`config.mk`:
```
export PLATFORM = sky130hd
export DESIGN_NAME = pio_mode_ctrl
export DESIGN_NICKNAME = d
export VERILOG_FILES = /design/src/pin_sync.v /design/src/pace_select.v /design/src/pio_mode_ctrl.v
export VERILOG_INCLUDE_DIRS = /design/src
export SDC_FILE = /design/constraint.sdc
export NUM_CORES = 1
export LEC_CHECK = 0
export BUFFER_PORTS_ARGS = -buffer_cell sky130_fd_sc_hd__buf_4
export CORE_ASPECT_RATIO = 1.1
export CORE_MARGIN = 1.5
export CORE_UTILIZATION = 59
export DETAILED_ROUTE_END_ITERATION = 10
export HOLD_SLACK_MARGIN = 0.15
export PLACE_DENSITY_LB_ADDON = 0.1
export SLEW_MARGIN = 5
export SYNTH_ARGS = -nofsm -noshare
export SYNTH_HDL_FRONTEND = slang
export SYNTH_SLANG_ARGS = --single-unit
```
`constraint.sdc`:
```
create_clock -name pclk -period 4.6 [get_ports pclk]
set_input_delay 0.23 -clock pclk [delete_from_list [all_inputs] [get_ports pclk]]
set_output_delay 0.23 -clock pclk [all_outputs]
set_load 0.005 [all_outputs]
```
`src/pio_map.vh`:
```
// Register map, field layout and encodings of the parallel pattern I/O mode control
// What this block does
// - Wide input: second port extends first
// - Wide output: first port extends second
// - Split: first in, second out, 8/16
// - Each port terminator switched independently
// - Six control lines, own edge polarity
// - Input pace: counter 0, 20 or 10 MHz
// - Strobe mode: sample each active request edge
// - Input request/acknowledge handshake mode
// - Input starts immediately or on trigger
// - Output pace: counter 1, fixed, or handshake
// - Burst output paced, honours acknowledge line
// - Output starts immediately or on trigger
// - Output waits until not almost empty
// - Output waits for trigger and level
// - Programmable almost-empty threshold for output FIFO
// - Up to four words after acknowledge drops
// - Latch on request, acknowledge when ready
// - Present word, request, wait acknowledge, repeat
// - Strobe mode acknowledge: enabled, not almost full
`ifndef PIO_MAP_VH
`define PIO_MAP_VH
// Register byte offsets
`define REG_CONFIG     8'h00
`define REG_POLARITY   8'h04
`define REG_IN_MODE    8'h08
`define REG_OUT_MODE   8'h0C
`define REG_THRESH     8'h10
`define REG_CONTROL    8'h14
`define REG_STATUS     8'h18
`define REG_IN_COUNT   8'h1C
`define REG_OUT_COUNT  8'h20
// Port configurations
`define CFG_WIDE_IN    3'h0
`define CFG_WIDE_OUT   3'h1
`define CFG_NN         3'h2
`define CFG_NW         3'h3
`define CFG_WN         3'h4
`define CFG_WW         3'h5
`define CFG_RESET      3'h5
// Polarity bit positions
`define POL_IN_REQ     0
`define POL_IN_ACK     1
`define POL_IN_TRIG    2
`define POL_OUT_REQ    3
`define POL_OUT_ACK    4
`define POL_OUT_TRIG   5
// Input pacing modes
`define IN_PACE_CNT    3'h0
`define IN_PACE_FAST   3'h1
`define IN_PACE_SLOW   3'h2
`define IN_PACE_STROBE 3'h3
`define IN_PACE_HS     3'h4
// Output pacing modes
`define OUT_PACE_CNT   3'h0
`define OUT_PACE_FAST  3'h1
`define OUT_PACE_SLOW  3'h2
`define OUT_PACE_HS    3'h3
`define OUT_BURST_CNT  3'h4
`define OUT_BURST_SLOW 3'h5
`define OUT_BURST_FAST 3'h6
// Output start modes
`define OUT_START_NOW  2'h0
`define OUT_START_TRIG 2'h1
`define OUT_START_FIFO 2'h2
`define OUT_START_BOTH 2'h3
// Pace source selects
`define SRC_CNT        2'h0
`define SRC_FAST       2'h1
`define SRC_SLOW       2'h2
// Words allowed after acknowledge drops
`define BURST_EXTRA    3'h4
// Reset value of the almost-empty threshold
`define THRESH_RESET   16'h0010
`endif

```
`src/pin_sync.v`:
```
// Three-stage pin synchroniser with polarity inversion and rise detect
`timescale 1ns/1ns
module pin_sync (
   input  wire pclk,
   input  wire presetn,
   input  wire pin,
   input  wire invert,
   output reg  level,
   output wire rise
);
   reg s1_r; // First stage, read by s2 only
   reg s2_r; // Second stage
   reg s3_r; // Third stage
   reg lvl_q; // Previous active-high level

   // Sync chain; level moves once stages two and three agree
   always @(posedge pclk or negedge presetn) begin
      if (!presetn) begin
         s1_r  <= 1'b0;
         s2_r  <= 1'b0;
         s3_r  <= 1'b0;
         level <= 1'b0;
         lvl_q <= 1'b0;
      end else begin
         s1_r  <= pin;
         s2_r  <= s1_r;
         s3_r  <= s2_r;
         if (s2_r == s3_r) begin
            level <= s3_r ^ invert;
         end
         lvl_q <= level;
      end
   end

   // Active edge after inversion
   assign rise = level & ~lvl_q;
endmodule // pin_sync

```
`src/pace_select.v`:
```
// Pacing tick selector: counter tick, every clock, or every second clock
`timescale 1ns/1ns
`include "pio_map.vh"
module pace_select (
   input  wire       pclk,
   input  wire       presetn,
   input  wire [1:0] src,
   input  wire       counter_tick,
   output reg        tick
);
   reg half_r; // Divide-by-two phase

   // Half-rate phase toggles every clock
   always @(posedge pclk or negedge presetn) begin
      if (!presetn) begin
         half_r <= 1'b0;
      end else begin
         half_r <= ~half_r;
      end
   end

   // Pick the pacing source
   always @* begin
      case (src)
         `SRC_CNT:  tick = counter_tick;
         `SRC_FAST: tick = 1'b1;
         `SRC_SLOW: tick = half_r;
         default:   tick = 1'b0;
      endcase
   end
endmodule // pace_select

```
`src/pio_mode_ctrl.v`:
```
// Mode, pacing and handshake control of the 32-bit parallel pattern I/O engine
`timescale 1ns/1ns
`include "pio_map.vh"
module pio_mode_ctrl #(
   parameter DW = 32,
   parameter LW = 16
) (
   input  wire          pclk,
   input  wire          presetn,
   input  wire          psel,
   input  wire          penable,
   input  wire          pwrite,
   input  wire [7:0]    paddr,
   input  wire [31:0]   pwdata,
   output reg  [31:0]   prdata,
   output wire          pready,
   output wire          pslverr,
   input  wire [15:0]   first_port_in,
   output wire [15:0]   first_port_out,
   output wire          first_port_oe,
   input  wire [15:0]   second_port_in,
   output wire [15:0]   second_port_out,
   output wire          second_port_oe,
   output wire          first_term_en,
   output wire          second_term_en,
   input  wire          in_request_line,
   output wire          in_acknowledge_line,
   input  wire          in_trigger_line,
   output wire          out_request_line,
   input  wire          out_acknowledge_line,
   input  wire          out_trigger_line,
   input  wire          counter0_tick,
   input  wire          counter1_tick,
   output reg  [DW-1:0] in_word,
   output reg           in_word_valid,
   input  wire          in_fifo_almost_full,
   input  wire [DW-1:0] out_word,
   input  wire          out_word_avail,
   input  wire [LW-1:0] out_fifo_level,
   output wire          out_word_take
);
   // Direction states
   localparam ST_IDLE = 2'h0;
   localparam ST_ARM  = 2'h1;
   localparam ST_RUN  = 2'h2;
   localparam ST_WACK = 2'h3;

   reg  [2:0]    cfg_r;       // Port configuration
   reg  [1:0]    term_r;      // Terminator enables
   reg  [5:0]    pol_r;       // Falling-edge selects
   reg  [2:0]    in_clk_r;    // Input pacing mode
   reg           in_start_r;  // Input waits for trigger
   reg  [2:0]    out_clk_r;   // Output pacing mode
   reg  [1:0]    out_start_r; // Output start mode
   reg  [LW-1:0] thresh_r;    // Almost-empty threshold
   reg           in_en_r;     // Input path enable
   reg           out_en_r;    // Output path enable
   reg  [1:0]    in_st_r;     // Input state
   reg  [1:0]    out_st_r;    // Output state
   reg           in_trig_r;   // Input trigger seen
   reg           out_trig_r;  // Output trigger seen
   reg           in_ack_r;    // Acknowledge, active high
   reg           out_req_r;   // Request, active high
   reg  [2:0]    burst_r;     // Words left after ack drop
   reg  [2:0]    sent_r;      // Sends at the last three edges
   reg  [DW-1:0] out_data_r;  // Word on the output pins
   reg  [15:0]   in_cnt_r;    // Words sampled
   reg  [15:0]   out_cnt_r;   // Words sent
   reg  [31:0]   din_p1_r;    // Data pipe, matches sync delay
   reg  [31:0]   din_p2_r;
   reg  [31:0]   din_p3_r;
   reg  [31:0]   rd_nxt;      // Read mux
   reg           hit;         // Address decodes

   wire in_req_lvl;
   wire in_req_rise;
   wire in_trig_lvl;
   wire in_trig_rise;
   wire out_ack_lvl;
   wire out_trig_lvl;
   wire out_trig_rise;
   wire in_tick;
   wire out_tick;

   // Mask a half-word to 8 bits when narrow
   function [15:0] lane;
      input [15:0] d;
      input        narrow;
      begin
         lane = narrow ? {8'h00, d[7:0]} : d;
      end
   endfunction

   // Burst output modes
   function is_burst;
      input [2:0] m;
      begin
         is_burst = (m == `OUT_BURST_CNT) || (m == `OUT_BURST_SLOW) ||
                    (m == `OUT_BURST_FAST);
      end
   endfunction

   // Control pin synchronisers, polarity applied before edges
   pin_sync u_in_req (
      .pclk    (pclk),
      .presetn (presetn),
      .pin     (in_request_line),
      .invert  (pol_r[`POL_IN_REQ]),
      .level   (in_req_lvl),
      .rise    (in_req_rise)
   );
   pin_sync u_in_trig (
      .pclk    (pclk),
      .presetn (presetn),
      .pin     (in_trigger_line),
      .invert  (pol_r[`POL_IN_TRIG]),
      .level   (in_trig_lvl),
      .rise    (in_trig_rise)
   );
   pin_sync u_out_ack (
      .pclk    (pclk),
      .presetn (presetn),
      .pin     (out_acknowledge_line),
      .invert  (pol_r[`POL_OUT_ACK]),
      .level   (out_ack_lvl),
      .rise    ()
   );
   pin_sync u_out_trig (
      .pclk    (pclk),
      .presetn (presetn),
      .pin     (out_trigger_line),
      .invert  (pol_r[`POL_OUT_TRIG]),
      .level   (out_trig_lvl),
      .rise    (out_trig_rise)
   );

   // Input pace: counter 0, every clock or half rate
   pace_select u_in_pace (
      .pclk         (pclk),
      .presetn      (presetn),
      .src          (in_clk_r[1:0]),
      .counter_tick (counter0_tick),
      .tick         (in_tick)
   );

   // Output pace; burst modes map onto the same sources
   pace_select u_out_pace (
      .pclk         (pclk),
      .presetn      (presetn),
      .src          ((out_clk_r == `OUT_BURST_SLOW) ? `SRC_SLOW :
                     (out_clk_r == `OUT_BURST_FAST) ? `SRC_FAST :
                     (out_clk_r == `OUT_BURST_CNT)  ? `SRC_CNT  :
                     out_clk_r[1:0]),
      .counter_tick (counter1_tick),
      .tick         (out_tick)
   );

   // Port direction, width and terminators
   wire narrow_in  = (cfg_r == `CFG_NN) || (cfg_r == `CFG_NW);
   wire narrow_out = (cfg_r == `CFG_NN) || (cfg_r == `CFG_WN);
   wire wide_in    = (cfg_r == `CFG_WIDE_IN);
   wire wide_out   = (cfg_r == `CFG_WIDE_OUT);
   assign first_port_oe   = wide_out;
   assign second_port_oe  = ~wide_in;
   assign first_port_out  = wide_out ? out_data_r[31:16] : 16'h0000;
   assign second_port_out = lane(out_data_r[15:0], narrow_out);
   assign first_term_en   = term_r[0];
   assign second_term_en  = term_r[1];

   // Incoming word assembled from the delayed pins
   wire [31:0] in_asm = wide_in ? din_p3_r :
                        {16'h0000, lane(din_p3_r[15:0], narrow_in)};

   // Output level above threshold
   wire not_ae = (out_fifo_level > thresh_r);

   // Control line outputs with their polarity
   assign in_acknowledge_line = in_ack_r ^ pol_r[`POL_IN_ACK];
   assign out_request_line    = out_req_r ^ pol_r[`POL_OUT_REQ];

   // Input sample decision
   reg in_take;
   always @* begin
      in_take = 1'b0;
      if (in_st_r == ST_RUN) begin
         case (in_clk_r)
            `IN_PACE_STROBE: in_take = in_req_rise;
            `IN_PACE_HS:     in_take = ~in_ack_r & in_req_lvl &
                                       ~in_fifo_almost_full;
            default:         in_take = in_tick;
         endcase
      end
   end

   // Output send decision
   reg out_send;
   always @* begin
      out_send = 1'b0;
      if (out_st_r == ST_RUN && out_word_avail) begin
         if (out_clk_r == `OUT_PACE_HS) begin
            out_send = ~out_ack_lvl;
         end else if (is_burst(out_clk_r)) begin
            out_send = out_tick & (out_ack_lvl | (burst_r != 3'h0));
         end else begin
            out_send = out_tick;
         end
      end
   end
   assign out_word_take = out_send;

   // Words sent while a dropped ack was still in the synchroniser
   wire [2:0] in_flight = {2'h0, sent_r[0]} + {2'h0, sent_r[1]} +
                          {2'h0, sent_r[2]} + {2'h0, out_send};

   // Input direction state machine
   always @(posedge pclk or negedge presetn) begin
      if (!presetn) begin
         in_st_r       <= ST_IDLE;
         in_trig_r     <= 1'b0;
         in_ack_r      <= 1'b0;
         in_word       <= {DW{1'b0}};
         in_word_valid <= 1'b0;
         in_cnt_r      <= 16'h0000;
         din_p1_r      <= 32'h0000_0000;
         din_p2_r      <= 32'h0000_0000;
         din_p3_r      <= 32'h0000_0000;
      end else begin
         din_p1_r      <= {second_port_in, first_port_in};
         din_p2_r      <= din_p1_r;
         din_p3_r      <= din_p2_r;
         in_word_valid <= in_take;
         if (in_take) begin
            in_word  <= in_asm;
            in_cnt_r <= in_cnt_r + 16'h0001;
         end
         case (in_st_r)
            ST_IDLE: begin
               in_ack_r  <= 1'b0;
               in_trig_r <= 1'b0;
               if (in_en_r) begin
                  in_st_r  <= ST_ARM;
                  in_cnt_r <= 16'h0000;
               end
            end
            ST_ARM: begin
               // Strobe mode acknowledges while armed too
               in_ack_r <= (in_clk_r == `IN_PACE_STROBE) & ~in_fifo_almost_full;
               if (in_trig_rise) begin
                  in_trig_r <= 1'b1;
               end
               if (!in_en_r) begin
                  in_st_r <= ST_IDLE;
               end else if (!in_start_r || in_trig_rise) begin
                  in_st_r <= ST_RUN;
               end
            end
            ST_RUN: begin
               if (!in_en_r) begin
                  in_st_r <= ST_IDLE;
               end else if (in_clk_r == `IN_PACE_STROBE) begin
                  in_ack_r <= ~in_fifo_almost_full;
               end else if (in_clk_r == `IN_PACE_HS) begin
                  // Ack after latching, held until request drops
                  if (in_take) begin
                     in_ack_r <= 1'b1;
                  end else if (!in_req_lvl) begin
                     in_ack_r <= 1'b0;
                  end
               end else begin
                  in_ack_r <= 1'b0;
               end
            end
            default: in_st_r <= ST_IDLE;
         endcase
      end
   end

   // Output direction state machine
   always @(posedge pclk or negedge presetn) begin
      if (!presetn) begin
         out_st_r   <= ST_IDLE;
         out_trig_r <= 1'b0;
         out_req_r  <= 1'b0;
         burst_r    <= 3'h0;
         sent_r     <= 3'h0;
         out_data_r <= {DW{1'b0}};
         out_cnt_r  <= 16'h0000;
      end else begin
         if (out_send) begin
            out_data_r <= out_word;
            out_cnt_r  <= out_cnt_r + 16'h0001;
         end
         sent_r <= {sent_r[1:0], out_send};
         // Allowance reloads while ack is active, less words in flight
         if (out_ack_lvl) begin
            burst_r <= `BURST_EXTRA - in_flight;
         end else if (out_send && is_burst(out_clk_r) && burst_r != 3'h0) begin
            burst_r <= burst_r - 3'h1;
         end
         case (out_st_r)
            ST_IDLE: begin
               out_req_r  <= 1'b0;
               out_trig_r <= 1'b0;
               burst_r    <= 3'h0;
               if (out_en_r) begin
                  out_st_r  <= ST_ARM;
                  out_cnt_r <= 16'h0000;
               end
            end
            ST_ARM: begin
               if (out_trig_rise) begin
                  out_trig_r <= 1'b1;
               end
               if (!out_en_r) begin
                  out_st_r <= ST_IDLE;
               end else begin
                  case (out_start_r)
                     `OUT_START_NOW:  out_st_r <= ST_RUN;
                     `OUT_START_TRIG: if (out_trig_r || out_trig_rise)
                                         out_st_r <= ST_RUN;
                     `OUT_START_FIFO: if (not_ae)
                                         out_st_r <= ST_RUN;
                     default:         if ((out_trig_r || out_trig_rise) && not_ae)
                                         out_st_r <= ST_RUN;
                  endcase
               end
            end
            ST_RUN: begin
               if (!out_en_r) begin
                  out_st_r  <= ST_IDLE;
                  out_req_r <= 1'b0;
               end else if (out_clk_r == `OUT_PACE_HS) begin
                  if (out_send) begin
                     out_req_r <= 1'b1;
                     out_st_r  <= ST_WACK;
                  end
               end else begin
                  out_req_r <= out_send; // One-clock strobe per word
               end
            end
            ST_WACK: begin
               // Hold request until the receiver acknowledges
               if (out_ack_lvl || !out_en_r) begin
                  out_req_r <= 1'b0;
                  out_st_r  <= out_en_r ? ST_RUN : ST_IDLE;
               end
            end
            default: out_st_r <= ST_IDLE;
         endcase
      end
   end

   // APB: zero wait states, error on unmapped address
   wire wr_acc = psel & penable & pwrite;
   assign pready  = 1'b1;
   assign pslverr = psel & penable & ~hit;

   // Read mux and decode
   always @* begin
      hit    = 1'b1;
      rd_nxt = 32'h0000_0000;
      case (paddr)
         `REG_CONFIG:    rd_nxt = {26'h0, term_r, 1'b0, cfg_r};
         `REG_POLARITY:  rd_nxt = {26'h0, pol_r};
         `REG_IN_MODE:   rd_nxt = {27'h0, in_start_r, 1'b0, in_clk_r};
         `REG_OUT_MODE:  rd_nxt = {26'h0, out_start_r, 1'b0, out_clk_r};
         `REG_THRESH:    rd_nxt = {{(32-LW){1'b0}}, thresh_r};
         `REG_CONTROL:   rd_nxt = {30'h0, out_en_r, in_en_r};
         `REG_STATUS:    rd_nxt = {17'h0, burst_r, in_ack_r, out_req_r,
                                   out_trig_r, in_trig_r, not_ae, 1'b0,
                                   out_st_r, 2'h0, in_st_r};
         `REG_IN_COUNT:  rd_nxt = {16'h0, in_cnt_r};
         `REG_OUT_COUNT: rd_nxt = {16'h0, out_cnt_r};
         default:        hit = 1'b0;
      endcase
   end

   // Register writes in the access phase, read data caught in setup
   always @(posedge pclk or negedge presetn) begin
      if (!presetn) begin
         prdata      <= 32'h0000_0000;
         cfg_r       <= `CFG_RESET;
         term_r      <= 2'h0;
         pol_r       <= 6'h00;
         in_clk_r    <= `IN_PACE_CNT;
         in_start_r  <= 1'b0;
         out_clk_r   <= `OUT_PACE_CNT;
         out_start_r <= `OUT_START_NOW;
         thresh_r    <= `THRESH_RESET;
         in_en_r     <= 1'b0;
         out_en_r    <= 1'b0;
      end else begin
         if (psel && !penable) begin
            prdata <= pwrite ? 32'h0000_0000 : rd_nxt;
         end
         if (wr_acc) begin
            case (paddr)
               `REG_CONFIG: begin
                  if (pwdata[2:0] <= `CFG_WW) begin
                     cfg_r <= pwdata[2:0];
                  end
                  term_r <= pwdata[5:4];
               end
               `REG_POLARITY: pol_r <= pwdata[5:0];
               `REG_IN_MODE: begin
                  if (pwdata[2:0] <= `IN_PACE_HS) begin
                     in_clk_r <= pwdata[2:0];
                  end
                  in_start_r <= pwdata[4];
               end
               `REG_OUT_MODE: begin
                  if (pwdata[2:0] <= `OUT_BURST_FAST) begin
                     out_clk_r <= pwdata[2:0];
                  end
                  out_start_r <= pwdata[5:4];
               end
               `REG_THRESH:  thresh_r <= pwdata[LW-1:0];
               `REG_CONTROL: begin
                  in_en_r  <= pwdata[0];
                  out_en_r <= pwdata[1];
               end
               default: ;
            endcase
         end
      end
   end
endmodule // pio_mode_ctrl

```
# After elaboration in Yosys (flattened, before gate mapping)
# Index checks and enable logic that the tools add are counted.
dict set report totals {
  register_bits 298
  latch_bits 0
  ram_bits 0
  mem_bits_ro 0
  in_bits 133
  elab_cells 236
  mem_count 0
}
dict set report op_classes {
  addsub 7
  n_mul 0
  div 0
  n_lt_le_gt_ge 4
  n_eq_ne 48
  shifts 0
  n_mux 58
  bitwise_logic 27
  reduce_logical 44
}
# operator count
set op_table {}
lappend op_table {{$mux W16} 9}
lappend op_table {{$pmux W16 S9} 1}
lappend op_table {{$mux W32} 2}
lappend op_table {{$mux W2} 17}
lappend op_table {{$add A16 B1 Y16 const B} 2}
lappend op_table {{$eq A8 B5 Y1 const B} 4}
lappend op_table {{$reduce_and A3 Y1} 6}
lappend op_table {{$eq A8 B4 Y1 const B} 2}
lappend op_table {{$gt A16 B16 Y1} 1}
lappend op_table {{$mux W1} 16}
lappend op_table {{$reduce_and A2 Y1} 8}
lappend op_table {{$eq A3 B3 Y1 const B} 5}
lappend op_table {{$ne A2 B2 Y1 const B} 7}
lappend op_table {{$eq A2 B2 Y1 const B} 6}
lappend op_table {{$eq A3 B2 Y1 const B} 4}
lappend op_table {{$ne A4 B4 Y1 const B} 3}
lappend op_table {{$pmux W1 S3} 4}
lappend op_table {{$pmux W2 S3} 2}
lappend op_table {{$reduce_bool A3 Y1} 4}
lappend op_table {{$and A1 B1 Y1} 10}
lappend op_table {{$eq A2 B1 Y1 const B} 5}
lappend op_table {{$logic_not A2 Y1} 5}
lappend op_table {{$not A1 Y1} 10}
lappend op_table {{$le A3 B3 Y1 const B} 3}
lappend op_table {{other kinds (26)} 52}

# Longest topological paths before layout
# Gate-level depths: netlist of run 1.
dict set report depth {
  ltp_word 15
  ltp_mapped 14
  depth_no_buf 12
}

# Cells and area by module
# Synthesis of run 1 repeated with hierarchy kept, for this count alone.
dict set report hier_totals {
  cells_unflattened 997
  hier_area_um2 11666.2
}
# module instances cells_per_inst area_per_inst_um2 seq_area_each_um2
set modules_own_cells {}
lappend modules_own_cells {pio_mode_ctrl 1 943 10925.5 6535.0}
lappend modules_own_cells {pin_sync 4 11 158.9 125.1}
lappend modules_own_cells {pace_select 2 5 52.6 25.0}

# Worst setup path before layout of run 1
# Ideal clock, no wire load.
dict set report synth_timing {
  path_kind {flip-flop to flip-flop}
  from {register burst_r[0]}
  to {register burst_r[1]}
  t_arrival_ns 2.826
  t_required_ns 4.472
  setup_slack_ns 1.646
  path_stages_with_launch 15
  n_path_buf 2
  cell_sequence {dfrtp_1 inv_1 ha_1 ha_1 nand3b_1 a31oi_1 nor3_2 inv_2 clkbuf_1 clkbuf_1 fa_1 ha_1 ha_1 mux2i_1 nor2_1}
}
dict set report synth_via {
  elab_chain_len 10
}
# item line_no
set synth_lines {}
lappend synth_lines {{start, declared} pio_mode_ctrl.v:64} ;# reg [2:0] burst_r;
lappend synth_lines {{start signal, assigned} pio_mode_ctrl.v:296} ;# burst_r <= `BURST_EXTRA - in_flight;
lappend synth_lines {{start signal, assigned} pio_mode_ctrl.v:298} ;# burst_r <= burst_r - 3'h1;
lappend synth_lines {{$reduce_bool A3 Y1} {pio_mode_ctrl.v:203, pio_mode_ctrl.v:297}}
lappend synth_lines {{$or A1 B1 Y1} pio_mode_ctrl.v:203} ;# out_send = out_tick & (out_ack_lvl | (burst_r != 3'h0));
lappend synth_lines {{$and A1 B1 Y1} pio_mode_ctrl.v:203}
lappend synth_lines {{$mux W1} pio_mode_ctrl.v:202} ;# end else if (is_burst(out_clk_r)) begin
lappend synth_lines {{$mux W1} pio_mode_ctrl.v:200} ;# if (out_clk_r == `OUT_PACE_HS) begin
lappend synth_lines {{$mux W1} pio_mode_ctrl.v:199} ;# if (out_st_r == ST_RUN && out_word_avail) begin
lappend synth_lines {{$add A3 B1 Y3} pio_mode_ctrl.v:213} ;# {2'h0, sent_r[2]} + {2'h0, out_send};
lappend synth_lines {{$sub A3 B3 Y3 (no source line)} -}
lappend synth_lines {{$mux W3} pio_mode_ctrl.v:295} ;# if (out_ack_lvl) begin
lappend synth_lines {{$mux W3} pio_mode_ctrl.v:300} ;# case (out_st_r)
# Parallel ways exist; a longest one is shown, timed or not. The select of a mux whose other input is x is not followed.
# A chain may end at the register's enable or synchronous reset.

# Worst setup path in the final report of run 1
# Ends and elaborated chain as after synthesis.

==> flow_summary_export.csv, run 1 <==
group,metric,value,unit
cts,root_buffer,"clkbuf_16",
power_and_ir_drop,powerDensity,371.9,nW/um^2
sta,fin_setup_tns,0,ps
synthesis,synth_cell_type_count,67,
power_and_ir_drop,vdd_drop_max,0.4533,mV
cells_and_area,fin_nets,1502,
sta,hold_viol,0,
worst_setup_path,cp-start-kind,"flip-flop",
flow_run,maxCapViolations,0,
cts,clk_pin_slew,60,ps
cells_and_area,syn2layout_area_growth,29.55,%
floorplanning,fp.dieH,151.3,um
floorplanning,num_rows,54,
floorplanning,fp.dieW,137.8,um
sta,rsz0062_at_grt,"false",
drt,remaining_drc_errors,0,
floorplanning,dieArea,20860,sq um
synthesis,syn_area,11800,sq um
hold_path,hold_class,"in -> reg",
synthesis,synth.yosys.warnings,0,
synthesis,seq_area_frac_synth,59.84,%
cts,cts_max_level,1,
sta,maxSlewHeadroom,33.25,%
grt,grt_pass1_vias,8789,
grt,antenna_found_initial,0,
cts,post_cts_buffers,0,
worst_setup_path,path_buf_inv,2,
worst_setup_path,path_cells,"inv_1 -> ha_1 -> ha_1 -> nand3b_1 -> a31oi_1 -> nor3_4 -> inv_2 -> fa_1 -> ha_1 -> ha_1 -> mux2i_1 -> nor2_1",
synthesis,synth_edf_count,0,
placement,gp_congestion,0.8888,
run_status,outcome,"finished, final reports clean",
cells_and_area,stdcell_count,1614,
floorplanning,ioPinCount,239,
grt,grt_first_pass_wirelength,44.82,mm
worst_setup_path,cp_max_fo,51,
cts,clock_path_buffers,3,
grt,grt_overflow,0,
worst_setup_path,crit_cells,12,
worst_setup_path,r2r-start,"burst_r[0]$_DFFE_PN0P_",
worst_setup_path,endpoint_kind,"flip-flop",
cts,cts_buffers,28,
power_and_ir_drop,p_leak,7.579,nW
sta,finalClockSkew,12.91,ps
drt,routed_wl,28.92,mm
cts,cts_sinks,282,
drt,drt_iter0_drc,697,
drt,ant_nets,0,
synthesis,ys_ff_latch,282,
sta,fin_crit_sh,72.67,%
floorplanning,core_region_area,19730,sq um
drt,wl_per_cell,17.92,um
placement,place_hpwl,18.07,mm
synthesis,netlist_instances,1061,
grt,grt_max_degree,136,
worst_setup_path,r2r-end,"burst_r[1]$_DFFE_PN0P_",
sta,slew_viol_final,0,
synthesis,yosys_most_used_dff,"dfrtp_1",
cts,cts_tree,"done",
sta,clock.fmax,299.2,MHz
drt,num_vias,8955,
worst_setup_path,reg2reg_depth,12,
sta,tightest_slew,1001,ps
synthesis,ys_async_sr_fraction,100.0,%
floorplanning,start_util,59.80,%
worst_setup_path,cp-endpoint,"burst_r[1]$_DFFE_PN0P_",
worst_setup_path,cp_slowest_cell,"inv_2",
worst_setup_path,critPathMostFrequentCell,"ha_1",
worst_setup_path,crit_type,"reg -> reg",
worst_setup_path,crit_path_start,"burst_r[0]$_DFFE_PN0P_",
sta,finalSetupViolations,0,
worst_setup_path,critical_path.max_stage_delay,680,ps
drt,via_per_inst,5.548,
worst_setup_path,r2r_slack,1260,ps
placement,io_buffers,205,
grt,grtUsageTotal,27.71,%
worst_setup_path,cp.arrival,3750,ps
cts,clk_latency,530,ps
worst_setup_path,path_delay_family,"adder cells",
placement,dp_cells,1473,
cells_and_area,layout-drive-gt1-share,23.22,%
drt,first_pass_iters,6,
synthesis,syn_area_per_cell,11.12,sq um
sta,fin_crit,3343,ps
worst_setup_path,required,5010,ps
stage by stage:
step	power, mW	worst slack [ps]	util [%]	instance area, sq um	hold WS [ps]
global placement	3.190	1292	67.84	13380	331.1
CTS	5.723	1240	77.47	15280	165.7
detailed placement	3.210	1243	67.84	13380	334.7
global route	5.905	1004	77.47	15280	185.1
finish	5.686	1257	77.48	15290	184.5
floorplan	2.950	1646	-	11860	-65.59
flip-flops by register name (all words and copies together) (netlist names), 3 cells and up:
signal,cells
din_p3_r,32
pol_r,6
sent_r,3
burst_r,3
din_p2_r,32
out_clk_r,3
thresh_r,16
in_word,32
out_cnt_r,16
in_cnt_r,16
in_clk_r,3
cfg_r,3
din_p1_r,32
out_data_r,32
prdata,16
final cells by class:
| cell class | count | area, sq um |
|---|---|---|
| multi-input combinational | 680 | 4213 |
| timing repair buffer | 302 | 2507 |
| clock inverter | 14 | 220.2 |
| inverter | 45 | 168.9 |
| fill | 1255 | 4443 |
| antenna | 1 | 2.502 |
| tap | 252 | 315.3 |
| clock buffer | 38 | 798.3 |
| sequential | 282 | 7061 |
per-layer routing:
layer  share of wire, %  up-vias  GRT usage (%)
met1                 40     4429          35.97
li1                   -     4143              -
met4                2.7        0          8.594
met3                5.8       64          4.652
met2                 52      319          47.75
met5                  0        -              0
cell usage after synthesis (8+ instances only):
library cell	count	area, sq um
dfrtp_1	279	6982
nand2_1	218	818.3
nor2_1	48	180.2
a21oi_1	44	220.2
inv_1	44	165.2
nand3_1	37	185.2
mux2_2	34	382.9
ha_1	29	362.9
buf_4	26	195.2
clkbuf_1	20	75.07
o21ai_0	18	90.09
and2_1	17	106.4
mux2i_1	15	150.1
nor3_1	15	75.07
nor2b_1	14	87.58
xnor2_1	14	122.6
a222oi_1	13	130.1
and3_1	13	81.33
buf_1	9	33.78
a21o_1	8	60.06
nor4_1	8	50.05
tightest hold or removal path, delay by kind of cell:
| family | cells | cell delay [ps] |
|---|---|---|
| AOI/OAI and AO/OA | 2 | 280 |
| buffers and inverters | 1 | 170 |
repair_timing:
item,CTS,global route
resized for setup,0,0
hold buffers,88,0
endpoints found under the hold margin,242,0
kinds of logic after synthesis:
logic type	share of synthesized area, %
AO/OA/AOI/OAI	8.197
XOR/XNOR	1.559
adder cells (fa/ha/maj)	3.245
buffers and inverters	5.122
flip-flops	59.84
multiplexers	4.517
other	0.06365
AND/OR/NAND/NOR	17.45
worst min-delay path by stage:
stage	slack, ps	to	depth (start not counted)	start
CTS	170	prdata[5]$_DFFE_PN0P_	3	paddr[5]
global placement	330	din_p3_r[16]$_DFF_PN0_	0	din_p2_r[16]$_DFF_PN0_
detailed placement	330	din_p2_r[16]$_DFF_PN0_	0	din_p1_r[16]$_DFF_PN0_
finish	180	prdata[5]$_DFFE_PN0P_	3	paddr[5]
global route	190	prdata[7]$_DFFE_PN0P_	3	paddr[5]
floorplan	-70	burst_r[0]$_DFFE_PN0P_	0	presetn
power breakdown:
part | switching (mW) | internal (mW)
Combinational | 0.249 | 0.268
Clock | 0.949 | 1.50
Sequential | 0.102 | 2.62
layout by cell type, fill, tap and decap left out, types with 6 or more instances in the layout:
cell type	synthesis	final
dfrtp_1	279	279
nand2_1	218	218
buf_4	26	212
dlygate4sd3_1	0	88
nor2_1	48	48
inv_1	44	44
a21oi_1	44	44
nand3_1	37	37
mux2_2	34	34
ha_1	29	29
clkbuf_16	0	28
o21ai_0	18	18
and2_1	17	17
conb_1	2	17
mux2i_1	15	15
nor3_1	15	14
nor2b_1	14	14
xnor2_1	14	14
and3_1	13	13
a222oi_1	13	13
nor4_1	8	8
a21o_1	8	8
nand2b_1	7	7
nand4_1	7	7
xor2_1	7	7
o31ai_1	7	7
a211oi_1	7	7
o22a_1	6	6
clkbuf_8	2	6
Note: power is estimated with default switching activity, not from simulation.
==> inputs of run 2 (changes only) <==
--- a/config.mk
+++ b/config.mk
@@ -6,10 +6,11 @@
 export SDC_FILE = /design/constraint.sdc
 export NUM_CORES = 1
 export LEC_CHECK = 0
+export ABC_AREA = 1
 export BUFFER_PORTS_ARGS = -buffer_cell sky130_fd_sc_hd__buf_4
 export CORE_ASPECT_RATIO = 1.1
 export CORE_MARGIN = 1.5
-export CORE_UTILIZATION = 59
+export CORE_UTILIZATION = 50
 export DETAILED_ROUTE_END_ITERATION = 10
 export HOLD_SLACK_MARGIN = 0.15
 export PLACE_DENSITY_LB_ADDON = 0.1
==> constraint.sdc (replaced) <==
create_clock -name pclk -period 2.72 [get_ports pclk]
set_input_delay 0.136 -clock pclk [delete_from_list [all_inputs] [get_ports pclk]]
set_output_delay 0.136 -clock pclk [all_outputs]
set_load 0.005 [all_outputs]
==> run 2 against run 1 <==
Against the previous run:
- design area grew 3.0%
- via count rose by 6.7%
- cell count up 20%
- combinational power up 110%
- hold slack got worse by 33 ps
- critical path depth rose by 4
- sequential share of layout area is 1.4 points lower
- core utilization shrank 11 points
==> flow_summary_export.csv, run 2 <==
group,metric,value,unit
run_status,outcome,"finished, final reports clean",
sta,fin_crit_sh,94.41,%
worst_setup_path,required,3130,ps
synthesis,syn_area_per_cell,9.209,sq um
sta,maxSlewHeadroom,48.17,%
cts,cts_tree,"done",
floorplanning,dieArea,24860,sq um
drt,ant_nets,0,
cts,root_buffer,"clkbuf_16",
worst_setup_path,r2r-start,"burst_r[0]$_DFFE_PN0P_",
worst_setup_path,reg2reg_depth,16,
synthesis,ys_async_sr_fraction,100.0,%
floorplanning,fp.dieH,165.2,um
grt,grt_max_degree,81,
synthesis,synth.yosys.warnings,0,
synthesis,ys_ff_latch,282,
cells_and_area,layout-drive-gt1-share,18.34,%
floorplanning,ioPinCount,239,
synthesis,netlist_instances,1299,
cells_and_area,antenna_cells,0,
synthesis,synth_cell_type_count,41,
floorplanning,num_rows,59,
drt,via_per_inst,4.939,
cts,cts_sinks,282,
grt,grt_pass1_vias,9248,
synthesis,synth_top_area_share,58.36,%
synthesis,netlist.top_cell.by_area,"dfrtp_1",
floorplanning,start_util,50.80,%
placement,gp_congestion,0.8707,
worst_setup_path,critPathMostFrequentCell,"ha_1",
cells_and_area,stdcell_count,1935,
placement,io_buffers,205,
sta,finalWorstSetupSlack,152.2,ps
power_and_ir_drop,p_leak,7.969,nW
cts,cts_max_level,1,
drt,num_vias,9557,
cts,clock_path_buffers,3,
worst_setup_path,endpoint_kind,"flip-flop",
synthesis,synth_edf_count,0,
sta,hold_viol,0,
hold_path,hold_class,"in -> async",
sta,finalClockSkew,19.31,ps
drt,wl_per_cell,14.73,um
floorplanning,core_region_area,23550,sq um
cells_and_area,syn2layout_area_growth,31.67,%
sta,clock.fmax,389.4,MHz
cts,clk_pin_slew,60,ps
drt,drt_iter0_drc,410,
worst_setup_path,path_buf_inv,2,
cells_and_area,mostFrequentLayoutCells,"nand2_1 (348), dfrtp_1 (279), buf_4 (221)",
worst_setup_path,cp-start-kind,"flip-flop",
flow_run,maxCapViolations,0,
sta,tightest_slew,777.5,ps
synthesis,synth_most_common_cell,"nand2_1",
worst_setup_path,cp_slowest_cell,"fa_1",
synthesis,seq_area_frac_synth,59.02,%
cells_and_area,final_common_cell,"nand2_1",
drt,top_layer_used,"met4",
synthesis,syn_area,11960,sq um
worst_setup_path,crit_type,"reg -> reg",
worst_setup_path,path_cells,"inv_1 -> ha_1 -> ha_1 -> inv_1 -> nor2_1 -> nand2_1 -> nand3_2 -> nand2_2 -> nand2_2 -> fa_1 -> ha_2 -> ha_1 -> nor2_1 -> a21oi_1 -> nand3_1 -> o21ai_0",
cts,cts_buffers,28,
drt,remaining_drc_errors,0,
worst_setup_path,r2r_slack,150,ps
drt,first_pass_iters,5,
sta,rsz0062_at_grt,"true",
placement,dp_cells,1782,
sta,fin_crit,2568,ps
sta,slew_viol_final,0,
worst_setup_path,cp_max_fo,3,
drt,routed_wl,28.51,mm
cells_and_area,nFillCells,1891,
drt,met1Wirelength,11.80,mm
cts,clk_latency,550,ps
worst_setup_path,path_delay_family,"adder cells",
drt,route.met3.wl,1.697,mm
grt,grtUsageTotal,23.33,%
worst_setup_path,critical_path.max_stage_delay,470,ps
sta,finalSetupViolations,0,
power_and_ir_drop,vdd_drop_max,0.5742,mV
drt,wl_met2,13.85,mm
placement,place_hpwl,19.92,mm
grt,antenna_found_initial,0,
floorplanning,fp.dieW,150.5,um
worst_setup_path,cp.arrival,2980,ps
grt,grt_overflow,0,
synthesis,synthTopCellsByCount,"nand2_1 (350), dfrtp_1 (279), inv_1 (135), nor2_1 (134), o21ai_0 (113)",
synthesis,yosys_most_used_dff,"dfrtp_1",
worst_setup_path,r2r-end,"burst_r[1]$_DFFE_PN0P_",
cells_and_area,fin_nets,1772,
grt,grt_first_pass_wirelength,45.56,mm
power_and_ir_drop,powerDensity,615.6,nW/um^2
placement,post-place-ws,77.80,ps
synthesis,synth_area_leaders,"dfrtp_1 (58%), nand2_1 (11%), o21ai_0 (4.7%), inv_1 (4.2%), nor2_1 (4.2%)",
-- run 2: final cells by class --
cell class	instances	area [sq um]	area share [%]
clock buffer	39	813.3	5.163
clock inverter	12	160.2	1.017
inverter	137	514.2	3.265
multi-input combinational	837	4086	25.94
sequential	282	7061	44.82
tap	305	381.6	2.423
timing repair buffer	323	2735	17.36
-- run 2: power breakdown --
part | internal, mW | leakage [nW] | switching [mW] | total [mW]
clock | 2.45 | 0.487 | 1.58 | 4.03
combinational | 0.468 | 4.10 | 0.588 | 1.06
sequential | 4.43 | 3.38 | 0.176 | 4.61
total | 7.35 | 7.97 | 2.34 | 9.70
-- run 2: layer usage --
metal | global-route usage (%) | up-vias
met1 | 29.98 | 4488
met2 | 39.28 | 300
met5 | 0 | -
met3 | 3.599 | 75
met4 | 10.07 | 0
li1 | - | 4694
-- run 2: worst max-delay path by stage --
| stage | from | endpoint | slack (ps) | cells past startpoint |
|---|---|---|---|---|
| floorplan | burst_r[0]$_DFFE_PN0P_ | burst_r[1]$_DFFE_PN0P_ | 8 | 18 |
| global placement | burst_r[0]$_DFFE_PN0P_ | burst_r[1]$_DFFE_PN0P_ | 150 | 16 |
| detailed placement | burst_r[0]$_DFFE_PN0P_ | burst_r[1]$_DFFE_PN0P_ | 80 | 16 |
| CTS | burst_r[0]$_DFFE_PN0P_ | out_word_take | 30 | 10 |
| global route | burst_r[0]$_DFFE_PN0P_ | burst_r[1]$_DFFE_PN0P_ | -20 | 16 |
| finish | burst_r[0]$_DFFE_PN0P_ | burst_r[1]$_DFFE_PN0P_ | 150 | 16 |
-- run 2: cells by family (layout without fill, tap and decap cells) --
logic type / after synthesis / count (layout) / synth area share (%)
DFF: 282 / 282 / 59.02
xor gates and xnor gates: 27 / 27 / 1.977
buffers and inverters: 195 / 511 / 7.457
and+or+nand+nor: 563 / 563 / 19.24
other: 2 / 17 / 0.06278
adders and majority gates: 30 / 30 / 3.201
AOI/OAI and AO/OA: 200 / 200 / 9.037
-- run 2: through the flow --
stage	setup TNS (ps)	hold WS (ps)	power [mW]	utilization [%]	instance area [sq um]
floorplan	0	-159.6	5.170	-	12020
global placement	0	178.1	5.591	58.43	13760
detailed placement	0	179.9	5.624	58.43	13760
CTS	0	153.9	9.781	66.64	15690
global route	-25.93	213.5	10.15	66.89	15750
finish	0	151.3	9.696	66.89	15750
-- run 2: worst register-to-register path, delay by kind of cell, from the launching register on --
kind | cells | cell delay [ps]
AO/OA/AOI/OAI | 2 | 130
adder cells (fa/ha/maj) | 5 | 1300
buffers and inverters | 2 | 140
flip-flops | 1 | 370
AND/OR/NAND/NOR | 7 | 490
-- run 2: what timing repair did --
item	CTS	global route
setup buffers	0	6
endpoints found under the setup margin	0	4
hold buffers	96	0
endpoints found under the hold margin	329	0
gates resized for setup	0	5
==> inputs of run 3 (changes only) <==
--- a/config.mk
+++ b/config.mk
@@ -9,7 +9,7 @@
 export ABC_AREA = 1
 export BUFFER_PORTS_ARGS = -buffer_cell sky130_fd_sc_hd__buf_4
 export CORE_ASPECT_RATIO = 1.1
-export CORE_MARGIN = 1.5
+export CORE_MARGIN = 1
 export CORE_UTILIZATION = 50
 export DETAILED_ROUTE_END_ITERATION = 10
 export HOLD_SLACK_MARGIN = 0.15
==> run 3 against run 2 <==
Against the previous run:
- fmax down 0.36%
- setup slack worse by 9.2 ps
- total power grew 1.4%
- sequential share of layout area fell by 0.17 points
- flip-flop and latch count unchanged
- first-iteration DRC count grew 5.1%
- global-route usage increased by 0.57 points
- critical path depth stayed put
==> flow_summary_export.csv, run 3 (synthesis results as in run 2) <==
group,metric,value,unit
run_status,outcome,"finished, final reports clean",
worst_setup_path,required,3140,ps
power_and_ir_drop,vdd_drop_max,0.6442,mV
drt,wl_per_cell,14.89,um
cts,cts_max_level,1,
power_and_ir_drop,p_leak,7.982,nW
placement,dp_cells,1787,
floorplanning,fp.dieW,149.5,um
drt,routed_wl,28.90,mm
cells_and_area,mostFrequentLayoutCells,"nand2_1 (349), dfrtp_1 (279), buf_4 (225)",
placement,io_buffers,205,
floorplanning,fp.dieH,164.2,um
cells_and_area,final_common_cell,"nand2_1",
grt,grt_pass1_vias,9386,
cts,cts_sinks,282,
worst_setup_path,cp-start-kind,"flip-flop",
cts,cts_tree,"done",
grt,grt_overflow,0,
cells_and_area,nFillCells,1868,
cells_and_area,layout-drive-gt1-share,18.52,%
cts,cts_buffers,29,
floorplanning,ioPinCount,239,
hold_path,hold_class,"in -> async",
sta,finalWorstSetupSlack,143.0,ps
cts,clk_pin_slew,60,ps
sta,tightest_slew,621.9,ps
worst_setup_path,endpoint_kind,"flip-flop",
drt,num_vias,9595,
grt,grtUsageTotal,23.89,%
cts,root_buffer,"clkbuf_16",
placement,gp_congestion,0.9117,
cells_and_area,post-route-util,67.14,%
floorplanning,start_util,50.80,%
floorplanning,num_rows,59,
floorplanning,dieArea,24550,sq um
sta,slew_viol_final,0,
grt,grt_max_degree,76,
cells_and_area,syn2layout_area_growth,32.16,%
grt,antenna_found_initial,0,
sta,maxSlewHeadroom,58.54,%
placement,place_hpwl,20.05,mm
sta,fin_crit,2577,ps
drt,via_per_inst,4.943,
power_and_ir_drop,total_power,9.832,mW
drt,remaining_drc_errors,0,
sta,finalSetupViolations,0,
placement,post-place-ws,75.48,ps
sta,fin_crit_sh,94.74,%
cells_and_area,antenna_cells,0,
cells_and_area,fin_nets,1777,
worst_setup_path,cp_max_fo,2,
drt,first_pass_iters,5,
worst_setup_path,cp.arrival,2990,ps
cts,clk_latency,550,ps
power_and_ir_drop,powerDensity,621.9,nW/um^2
sta,hold_viol,0,
sta,finalClockSkew,12.57,ps
drt,ant_nets,0,
grt,grt_first_pass_wirelength,45.97,mm
floorplanning,core_region_area,23550,sq um
drt,drt_iter0_drc,431,
worst_setup_path,crit_type,"reg -> reg",
sta,clock.fmax,388.0,MHz
cts,clock_path_buffers,3,
cells_and_area,stdcell_count,1941,
flow_run,maxCapViolations,0,
-- run 3: cell types whose count changed in the layout (fill, tap and decap cells not counted), moves of 2 or more --
cell        before  now
clkinv_2         8    5
clkinvlp_4       0    3
buf_4          221  225
clkbuf_8         5    3
-- run 3: timing repair --
action,CTS,global route
hold endpoints to repair,387,0
buffers inserted,0,5
endpoints found under the setup margin,0,5
resized for setup,0,3
hold buffers,96,0
-- run 3: worst max-delay path, stage by stage, from the launching register on --
cell and delay (ps):
dfrtp_1 340, inv_1 60, ha_1 200, ha_1 190, inv_1 80, nor2_1 40, nand2_1 80, nand3_2 110
nand2_1 90, nand2_2 70, fa_1 430, ha_1 190, ha_1 270, nor2_1 100, a21oi_1 50, nand3_1 80
o21ai_0 70
-- run 3: layer usage --
metal	wire length (um)	GRT usage (%)	vias to the layer above	part of all wire, %
met4	1288	11.13	0	4.5
met1	11850	29.68	4524	41
li1	-	-	4703	-
met5	0	0	-	0
met3	1470	3.556	74	5.1
met2	14280	40.97	294	49
-- run 3: power breakdown --
group	switching, mW	total, mW	internal, mW
Clock	1.64	4.15	2.52
Sequential	0.167	4.60	4.43
Combinational	0.600	1.08	0.479
Total	2.40	9.83	7.43
-- run 3: final timing paths --
kind | from | endpoint | slack, ps | cells after the start
setup / recovery | burst_r[0]$_DFFE_PN0P_ | burst_r[1]$_DFFE_PN0P_ | 140 | 16
hold / removal | presetn | u_out_trig.s3_r$_DFF_PN0_ | 160 | 2
setup reg to reg | burst_r[0]$_DFFE_PN0P_ | burst_r[1]$_DFFE_PN0P_ | 140 | 16
hold reg to reg | din_p2_r[2]$_DFF_PN0_ | din_p3_r[2]$_DFF_PN0_ | 340 | 0
max in group asynchronous | presetn | cfg_r[2]$_DFFE_PN1P_ | 1690 | 3
min in group pclk | paddr[0] | prdata[7]$_DFFE_PN0P_ | 170 | 8
-- run 3: final cells by class --
cell class                 count  area, sq um  share of cell area (%)
tap                          305        381.6                   2.414
multi-input combinational    837         4084                   25.83
timing repair buffer         327         2765                   17.49
clock inverter                15        215.2                   1.361
clock buffer                  38        789.5                   4.994
inverter                     137        514.2                   3.253
sequential                   282         7061                   44.66
-- run 3: stage by stage --
| step | area (sq um) | hold WS [ps] | setup TNS [ps] |
|---|---|---|---|
| finish | 15810 | 159.2 | 0 |
| global route | 15810 | 215.3 | -4.417 |
| CTS | 15760 | 152.7 | 0 |
| detailed placement | 13800 | 164.1 | 0 |
| global placement | 13800 | 163.3 | 0 |
| floorplan | 12020 | -159.6 | 0 |
